**config.mk**
```make
export PLATFORM = sky130hd
export DESIGN_NAME = dsm_mapper
export DESIGN_NICKNAME = d
export VERILOG_FILES = /design/src/include/dsm_pkg.sv /design/src/logic/dsm_agen.sv /design/src/logic/dsm_mapper.sv
export SDC_FILE = /design/constraint.sdc
export NUM_CORES = 1
export LEC_CHECK = 0
export ABC_AREA = 1
export BUFFER_PORTS_ARGS = -buffer_cell sky130_fd_sc_hd__buf_4
export CORE_MARGIN = 2
export CORE_UTILIZATION = 46
export DETAILED_ROUTE_END_ITERATION = 12
export PLACE_DENSITY = 0.83
export SLEW_MARGIN = 20
export SYNTH_ARGS = -nofsm -noshare
export SYNTH_HDL_FRONTEND = slang
export SYNTH_SLANG_ARGS = --single-unit
```
**constraint.sdc**
```tcl
create_clock -name clk_sys -period 4.6 [get_ports clk_sys]
set_clock_uncertainty 0.1 [all_clocks]
set_input_delay 0.46 -clock clk_sys [delete_from_list [all_inputs] [get_ports clk_sys]]
set_output_delay 0.46 -clock clk_sys [all_outputs]
set_load 0.05 [all_outputs]
```
**src/include/dsm_pkg.sv**
```systemverilog
// Constants and types shared by the data space mapper files
`default_nettype none
package dsm_pkg;
  // Address and data widths
  localparam int EA_W = 16;
  localparam int DATA_W = 16;
  localparam int PM_W = 24;
  localparam int PAGE_W = 8;
  localparam int WIN_LOW_W = 15;
  localparam int PM_ADDR_W = PAGE_W + WIN_LOW_W;
  localparam int WIN_SEL_BIT = 15;
  // Fixed X/Y boundary and extent of physical data memory
  localparam logic [15:0] X_SPACE_END = 16'h0bff;
  localparam logic [15:0] Y_SPACE_START = 16'h0c00;
  localparam logic [15:0] Y_SPACE_END = 16'h0fff;
  // Data returned for an access that may not land
  localparam logic [15:0] ZERO_DATA = 16'h0000;
  // Instruction class codes from the pipeline
  localparam logic [1:0] CLS_OTHER = 2'h0;
  localparam logic [1:0] CLS_DUAL = 2'h1;
  localparam logic [1:0] CLS_MOVE = 2'h2;
  localparam logic [1:0] CLS_DMOVE = 2'h3;
  // Working register numbers of the dedicated pointers
  localparam logic [3:0] PTR_X_A = 4'h8;
  localparam logic [3:0] PTR_X_B = 4'h9;
  localparam logic [3:0] PTR_Y_A = 4'ha;
  localparam logic [3:0] PTR_Y_B = 4'hb;
  // Extra instruction cycles of a windowed read
  localparam logic [1:0] PEN_NONE = 2'h0;
  localparam logic [1:0] PEN_SHORT = 2'h1;
  localparam logic [1:0] PEN_LONG = 2'h2;
  // Sequencer states
  typedef enum logic [1:0] {ST_IDLE, ST_WAIT, ST_WIN, ST_CAP} dsm_state_e;
  // Whole state of the mapper; reset value is all zero
  typedef struct packed {
    dsm_state_e st;
    logic [1:0] cnt;
    logic win;
    logic x_bad;
    logic y_bad;
    logic busy;
    logic rd_valid;
    logic x_rd_en;
    logic [EA_W-1:0] x_rd_addr;
    logic x_wr_en;
    logic [EA_W-1:0] x_wr_addr;
    logic [DATA_W-1:0] x_wr_data;
    logic y_rd_en;
    logic [EA_W-1:0] y_rd_addr;
    logic pm_rd_en;
    logic [PM_ADDR_W-1:0] pm_addr;
    logic [DATA_W-1:0] x_rdata;
    logic [DATA_W-1:0] y_rdata;
  } dsm_regs_s;
endpackage : dsm_pkg
`default_nettype wire

```
**src/logic/dsm_agen.sv**
```systemverilog
// Modulo wrap and bit-reversal stage for one effective address path
`timescale 1ns/1ps
`default_nettype none
module dsm_agen
  import dsm_pkg::*;
#(
  parameter int AW = EA_W,
  parameter int BREV_W = 4
) (
  input wire logic [AW-1:0] ea,
  input wire logic mod_en,
  input wire logic [AW-1:0] mod_start,
  input wire logic [AW-1:0] mod_end,
  input wire logic brev_en,
  output logic [AW-1:0] addr
);
  // Buffer length in bytes; end points at the last word
  logic [AW-1:0] len;
  logic [AW-1:0] wrapped;
  logic [AW-1:0] rev;

  assign len = AW'(mod_end - mod_start + AW'(2));

  // Fold an address that stepped past either end back into the buffer
  always_comb begin
    if (mod_en && (ea > mod_end)) begin
      wrapped = AW'(ea - len);
    end else if (mod_en && (ea < mod_start)) begin
      wrapped = AW'(ea + len);
    end else begin
      wrapped = ea;
    end
  end

  // Mirror the low BREV_W word index bits; the byte select bit and the bits above stay put
  assign rev[0] = wrapped[0];
  assign rev[AW-1:BREV_W+1] = wrapped[AW-1:BREV_W+1];
  generate
    for (genvar i = 0; i < BREV_W; i++) begin : g_rev
      assign rev[i+1] = wrapped[BREV_W-i];
    end
  endgenerate

  // Reversal only when the caller asks for it
  assign addr = brev_en ? rev : wrapped;
endmodule : dsm_agen
`default_nettype wire

```
**src/logic/dsm_mapper.sv**
```systemverilog
// Data space decode, X/Y bus steering and program space window mapper
//
// Behaviour
// - Upper data half maps onto one program page
// - Window only when EA top bit and enable
// - Windowed read takes a second program fetch, except on middle repeat iterations
// - Windowed read returns low 16 program bits
// - Program address: page register plus 15 EA bits
// - Table instructions suspend the window
// - Outside repeat: multiply, move classes add one
// - Outside repeat: other classes add two cycles
// - Repeat first, last, interrupt edges add two
// - Other repeat iterations add no cycles
// - All writes travel only the X write bus
// - X read bus serves combined space, X operand
// - Modulo on X; bit reversal on X writes
// - Y bus is a read path, multiply only
// - Pointers 10,11 are Y; 8,9 are X
// - Accumulator write-back uses X bus, any X or Y address
// - Y path: prefetch only, with modulo support
// - X/Y boundary fixed in decode
// - Out of space or memory reads zero
// - Upper half decodes as X space only while the window is on and no table instruction runs
// - Effective addresses are 16-bit byte addresses
`timescale 1ns/1ps
`default_nettype none
module dsm_mapper
  import dsm_pkg::*;
#(
  parameter int BREV_W = 4
) (
  input wire logic clk_sys,
  input wire logic srst,
  input wire logic req_valid,
  input wire logic req_write,
  input wire logic req_wback,
  input wire logic [1:0] req_class,
  input wire logic [EA_W-1:0] req_x_ea,
  input wire logic [3:0] req_x_ptr,
  input wire logic req_y_en,
  input wire logic [EA_W-1:0] req_y_ea,
  input wire logic [3:0] req_y_ptr,
  input wire logic [DATA_W-1:0] req_wdata,
  input wire logic rpt_active,
  input wire logic rpt_first,
  input wire logic rpt_last,
  input wire logic rpt_irq_exit,
  input wire logic rpt_irq_reenter,
  input wire logic table_active,
  input wire logic window_enable,
  input wire logic [PAGE_W-1:0] window_page,
  input wire logic mod_x_en,
  input wire logic [EA_W-1:0] mod_x_start,
  input wire logic [EA_W-1:0] mod_x_end,
  input wire logic mod_y_en,
  input wire logic [EA_W-1:0] mod_y_start,
  input wire logic [EA_W-1:0] mod_y_end,
  input wire logic brev_en,
  input wire logic [DATA_W-1:0] x_ram_rdata,
  input wire logic [DATA_W-1:0] y_ram_rdata,
  input wire logic [PM_W-1:0] pm_rdata,
  output logic busy,
  output logic rd_valid,
  output logic [DATA_W-1:0] x_rdata,
  output logic [DATA_W-1:0] y_rdata,
  output logic x_rd_en,
  output logic [EA_W-1:0] x_rd_addr,
  output logic x_wr_en,
  output logic [EA_W-1:0] x_wr_addr,
  output logic [DATA_W-1:0] x_wr_data,
  output logic y_rd_en,
  output logic [EA_W-1:0] y_rd_addr,
  output logic pm_rd_en,
  output logic [PM_ADDR_W-1:0] pm_addr
);
  ////////////////////////////////////////////////////////////////////////
  // Declarations
  dsm_regs_s q; // Registered state
  dsm_regs_s n; // Next state
  logic [EA_W-1:0] x_eff; // X address after modulo and reversal
  logic [EA_W-1:0] y_eff; // Y address after modulo
  logic take; // Request accepted this cycle
  logic is_wr; // Any write, including write-back
  logic is_dual; // Dual-operand multiply class
  logic x_in_x; // X address inside X memory
  logic x_in_y; // X address inside Y memory
  logic win_hit; // Read goes through the window
  logic x_ok; // X operand may be fetched
  logic y_ok; // Y operand may be fetched
  logic [1:0] pen; // Extra cycles for a windowed read

  ////////////////////////////////////////////////////////////////////////
  // Address generation
  // Reversal only ever applies to a write on the X side
  dsm_agen #(.AW(EA_W), .BREV_W(BREV_W)) u_xgen (
    .ea(req_x_ea),
    .mod_en(mod_x_en),
    .mod_start(mod_x_start),
    .mod_end(mod_x_end),
    .brev_en(brev_en && is_wr),
    .addr(x_eff)
  );

  // Y side wraps circular buffers but never reverses
  dsm_agen #(.AW(EA_W), .BREV_W(BREV_W)) u_ygen (
    .ea(req_y_ea),
    .mod_en(mod_y_en),
    .mod_start(mod_y_start),
    .mod_end(mod_y_end),
    .brev_en(1'b0),
    .addr(y_eff)
  );

  ////////////////////////////////////////////////////////////////////////
  // Decode
  // Boundaries are package constants, so software cannot move them
  always_comb begin
    take = req_valid && (q.st == ST_IDLE);
    is_wr = req_write || req_wback;
    is_dual = (req_class == CLS_DUAL);
    // Whole 16-bit byte address compared; upper half is never RAM
    x_in_x = !x_eff[WIN_SEL_BIT] && (x_eff <= X_SPACE_END);
    x_in_y = (x_eff >= Y_SPACE_START) && (x_eff <= Y_SPACE_END);
    // Upper half belongs to X and is seen through the window
    win_hit = x_eff[WIN_SEL_BIT] && window_enable
              && !table_active;
    if (is_dual) begin
      // Multiply class X operand needs an X pointer and X space
      x_ok = ((req_x_ptr == PTR_X_A) || (req_x_ptr == PTR_X_B)) &&
             (x_in_x || win_hit);
    end else begin
      // Everything else sees X and Y as one linear space
      x_ok = x_in_x || x_in_y || win_hit;
    end
    // Y operand needs a Y pointer and a Y address
    y_ok = ((req_y_ptr == PTR_Y_A) || (req_y_ptr == PTR_Y_B)) &&
           (y_eff >= Y_SPACE_START) && (y_eff <= Y_SPACE_END);
    // Cost of a windowed read
    if (!rpt_active) begin
      if (req_class != CLS_OTHER) begin
        pen = PEN_SHORT;
      end else begin
        pen = PEN_LONG;
      end
    end else if (rpt_first || rpt_last ||
                 rpt_irq_exit || rpt_irq_reenter) begin
      pen = PEN_LONG;
    end else begin
      pen = PEN_NONE;
    end
  end

  ////////////////////////////////////////////////////////////////////////
  // Next state
  always_comb begin
    n = q;
    // Enables and the result strobe are single-cycle pulses, except pm_rd_en, which stays high two cycles on a two-fetch windowed read
    n.x_rd_en = 1'b0;
    n.x_wr_en = 1'b0;
    n.y_rd_en = 1'b0;
    n.pm_rd_en = 1'b0;
    n.rd_valid = 1'b0;
    case (q.st)
      ST_IDLE: begin
        if (take && is_wr) begin
          // Writes never stall; the window is read-only, so none lands
          n.x_wr_en = x_in_x || x_in_y;
          n.x_wr_addr = x_eff;
          n.x_wr_data = req_wdata;
        end else if (take) begin
          n.busy = 1'b1;
          n.st = ST_WAIT;
          n.win = win_hit && x_ok;
          n.x_bad = !x_ok;
          n.cnt = (win_hit && x_ok) ? pen : PEN_NONE;
          n.x_rd_en = x_ok && !win_hit;
          n.x_rd_addr = x_eff;
          // First program fetch of a windowed read
          n.pm_rd_en = win_hit && x_ok;
          n.pm_addr = {window_page, x_eff[WIN_LOW_W-1:0]};
          // Y is only a second read path for the multiply class
          n.y_rd_en = is_dual && req_y_en && y_ok;
          n.y_bad = !(is_dual && req_y_en && y_ok);
          n.y_rd_addr = y_eff;
        end
      end
      ST_WAIT: begin
        if (q.win && (q.cnt != PEN_NONE)) begin
          // Second program fetch; its data is what gets returned
          n.pm_rd_en = 1'b1;
          n.st = ST_WIN;
        end else begin
          n.st = ST_CAP;
        end
      end
      ST_WIN: begin
        // Burn the remaining penalty with the pipeline held
        n.cnt = q.cnt - 2'h1;
        if (q.cnt == 2'h1) begin
          n.st = ST_CAP;
        end
      end
      ST_CAP: begin
        // Upper program byte is dropped on a windowed read
        if (q.x_bad) begin
          n.x_rdata = ZERO_DATA;
        end else if (q.win) begin
          n.x_rdata = pm_rdata[DATA_W-1:0];
        end else begin
          n.x_rdata = x_ram_rdata;
        end
        n.y_rdata = q.y_bad ? ZERO_DATA : y_ram_rdata;
        n.rd_valid = 1'b1;
        n.busy = 1'b0;
        n.st = ST_IDLE;
      end
      default: begin
        n.st = ST_IDLE;
        n.busy = 1'b0;
      end
    endcase
  end

  ////////////////////////////////////////////////////////////////////////
  // State register
  // Reset to all zero: idle, no enables, results zero
  always_ff @(posedge clk_sys) begin
    if (srst) begin
      q <= '0;
    end else begin
      q <= n;
    end
  end

  ////////////////////////////////////////////////////////////////////////
  // Outputs, each straight from the state register
  assign busy = q.busy;
  assign rd_valid = q.rd_valid;
  assign x_rdata = q.x_rdata;
  assign y_rdata = q.y_rdata;
  assign x_rd_en = q.x_rd_en;
  assign x_rd_addr = q.x_rd_addr;
  assign x_wr_en = q.x_wr_en;
  assign x_wr_addr = q.x_wr_addr;
  assign x_wr_data = q.x_wr_data;
  assign y_rd_en = q.y_rd_en;
  assign y_rd_addr = q.y_rd_addr;
  assign pm_rd_en = q.pm_rd_en;
  assign pm_addr = q.pm_addr;
endmodule : dsm_mapper
`default_nettype wire

```
==> run summary <==
initial antenna violation count = 0
met2 routed WL = 17.9 mm
FP Rows = 60
Non-Filler Instances = 2435
Global Route Usage Sum = 25.1%
Peak VDD IR = 0.245 mV
Ant. Diodes = 0
Final Hold Fails = 0
DP HPWL = 30.6 mm
Placed Area = 0.0144 sq mm
CTS Buf Count = 17
drt first pass iters = 7
Post-Syn Area = 0.0127 sq mm
Leakage = 0.00806 uW
Avg Cell Area, Syn = 6.64 sq um
async set or reset register ratio after synthesis = 0%
clk buf depth = 2
most used cell, CP = nand2_1
fmax = 242 MHz
cell depth of the worst hold path = 3
Tmin final = 4.13 ns
worst-path fanout max = 7
Setup Crit Path Kind = input port to flop
RSZ-0062 raised after global routing = no
#FFs+latches synth = 117
clk sinks = 117
Unique masters post-synth = 49
CTS Hold Buffers Added = 0
effective utilization at floorplan = 46.9%
Synth Flop Type = dfxtp_1
Met3 Wirelength = 2.26 mm
layout cell share with drive strength beyond 1 = 19.5%
area of the core = 0.0270 sq mm
CP Capture Type = flop
pwr dens = 375 mW/mm^2
Yosys Warn Count = 0
Routed WL per cell = 15.3 um
status = finished clean
Die Span X = 170 um
Slew @ Worst Pin = 1.01 ns
Placed Cells = 2403
vias in the first global route = 12197
slew margin rel. = 32.2%
Worst Hold Class = input port to flop
Sw Ratio = 46.8%
Required @ worst endpoint = 4.80 ns
Arrival @ worst endpoint = 4.32 ns
fin. max-slew vios = 0
die area = 0.0289 sq mm
final setup violating endpoints = 0
post_cts resized = 0
CTS root buffer = clkbuf_16
clock slew at reported path FFs = 0.06 ns
final instance area = 0.0150 sq mm
met1 wire length = 16.1 mm
Post-synth EDFFs = 0
PortBufs = 316
area delta synth->final = 18.6%
Reg2Reg Depth = 7
clock power share = 24.3%
worst skew pair latency = 0.41 ns
Setup TNS Final = 0 ns
Routed WL = 37.3 mm
Startpoint Class = input port
Max Used Layer = met4
pin count of the biggest net entering global routing = 64
CP peak stage delay = 0.43 ns
Comb power frac = 54.7%
gpl congestion = 0.903
Pint = 3000 uW
post-synthesis sequential area ratio = 18.5%
fin crit share = 89.7%
CTS tree = yes
Synthesized Nets = 2303
nets = 2477
gr ovfl total = 0
Mapped Cells = 1907
post-DR vias/cell = 5.22
# H-tree levels = 4
P_sw = 2640 uW
io pins = 327
slowest cell on the critical path = fa_1
Tot Pwr = 5630 uW
first-pass GRT wire length = 58.9 mm
# Post-CTS Setup Buffers = 0
die height = 170 um
drt drc = 0
Via Count = 12709
Final ANT Viol Nets = 0
Seq pwr share = 21.1%
Max Cap Viol = 0
Initial DRC Count = 748
==> layer usage <==
metal | up-vias | track usage [%]
li1 | 6442 | -
met1 | 5783 | 30.6
met2 | 422 | 45.0
met3 | 62 | 4.02
met4 | 0 | 8.21
met5 | - | 0
==> cell families after synthesis <==
family	synth area share, %
AND/OR/NAND/NOR	22.6
multiplexers	0.0790
flip-flops	18.5
buffers and inverters	17.2
XOR/XNOR	4.01
AO/OA/AOI/OAI	18.1
adder cells (fa/ha/maj)	19.5
==> synthesized netlist by cell type, types with 10 or more instances <==
master	instances	share of area [%]
o21ai_0	144	5.7
o21bai_1	16	0.95
xnor2_1	12	0.83
inv_1	264	7.8
a21oi_1	159	6.3
nor2_1	194	5.7
o21a_1	24	1.4
dfxtp_1	117	18
a31oi_1	18	0.89
nand4_1	16	0.79
o211ai_1	24	1.4
nand2_1	336	10
nand3_1	80	3.2
inv_2	10	0.30
buf_4	125	7.4
nor3_1	16	0.63
buf_2	10	0.40
xor2_1	46	3.2
clkbuf_1	33	0.98
ha_1	188	19
==> metrics by stage <==
step	hold WS, ns	setup WS [ns]	utilization, %
after CTS	0.162	0.494	55.6
final	0.170	0.474	55.6
after floorplan	0.346	0.569	-
after global placement	0.353	0.176	53.4
after detailed placement	0.356	0.0817	53.4
after global routing	0.170	0.0916	55.6
==> flip-flops by register name, summed over array words and instances, names as in the netlist, 7 cells and up <==
signal	cells
q	7
y_rd_addr	16
x_rdata	16
x_rd_addr	16
x_wr_addr	16
x_wr_data	16
pm_addr	8
y_rdata	16
==> power groups by stage <==
stage | registers [uW] | clock network, uW | logic (uW)
floorplan | 1190 | 0 | 2360
global placement | 1200 | 0 | 2980
detailed placement | 1210 | 0 | 3040
CTS | 1190 | 1390 | 3050
global route | 1200 | 1430 | 3420
finish | 1190 | 1370 | 3080
==> worst paths after layout <==
kind	from	end	slack (ns)
worst min-delay path	window_page[7]	pm_addr[22]$_SDFFE_PP0P_	0.17
worst max register to register	q[130]$_SDFFE_PP0P_	x_rdata[0]$_SDFFE_PP0P_	1.86
worst min register to register	x_rdata[10]$_SDFFE_PP0P_	x_rdata[10]$_SDFFE_PP0P_	0.36
worst max-delay path	mod_y_end[1]	q[125]$_SDFFE_PP0P_	0.47
==> cells in the final DEF, fill, tap and decap left out, types with 5 or more instances in the layout <==
cell type	instances
a21oi_1	159
a31oi_1	18
buf_4	327
clkbuf_16	17
dfxtp_1	117
fa_1	6
ha_1	188
inv_1	264
inv_2	10
inv_6	5
inv_8	5
nand2_1	336
nand2_2	9
nand3_1	80
nand3_2	5
nand4_1	16
nor2_1	194
nor2_2	5
nor3_1	16
o211ai_1	24
o21a_1	24
o21ai_0	144
o21ai_1	5
o21bai_1	16
xnor2_1	12
xor2_1	46
==> worst max-delay path, delay by kind of cell <==
kind                     cells  cell delay [ns]
AND/OR/NAND/NOR             13             1.35
XOR/XNOR                     1             0.17
buffers and inverters        4             0.24
AO/OA/AOI/OAI                4             0.77
adder cells (fa/ha/maj)      4             1.34
==> cell type report <==
cell class	count	area [sq um]
clock buffers	17	425
clock inverters	15	184
fillers	2606	12000
inverters	278	1040
multi-input cells	1340	8150
flip-flops and latches	117	2340
well taps	341	427
repair buffers	327	2450
No activity file was read; power rests on OpenSTA's default activity.
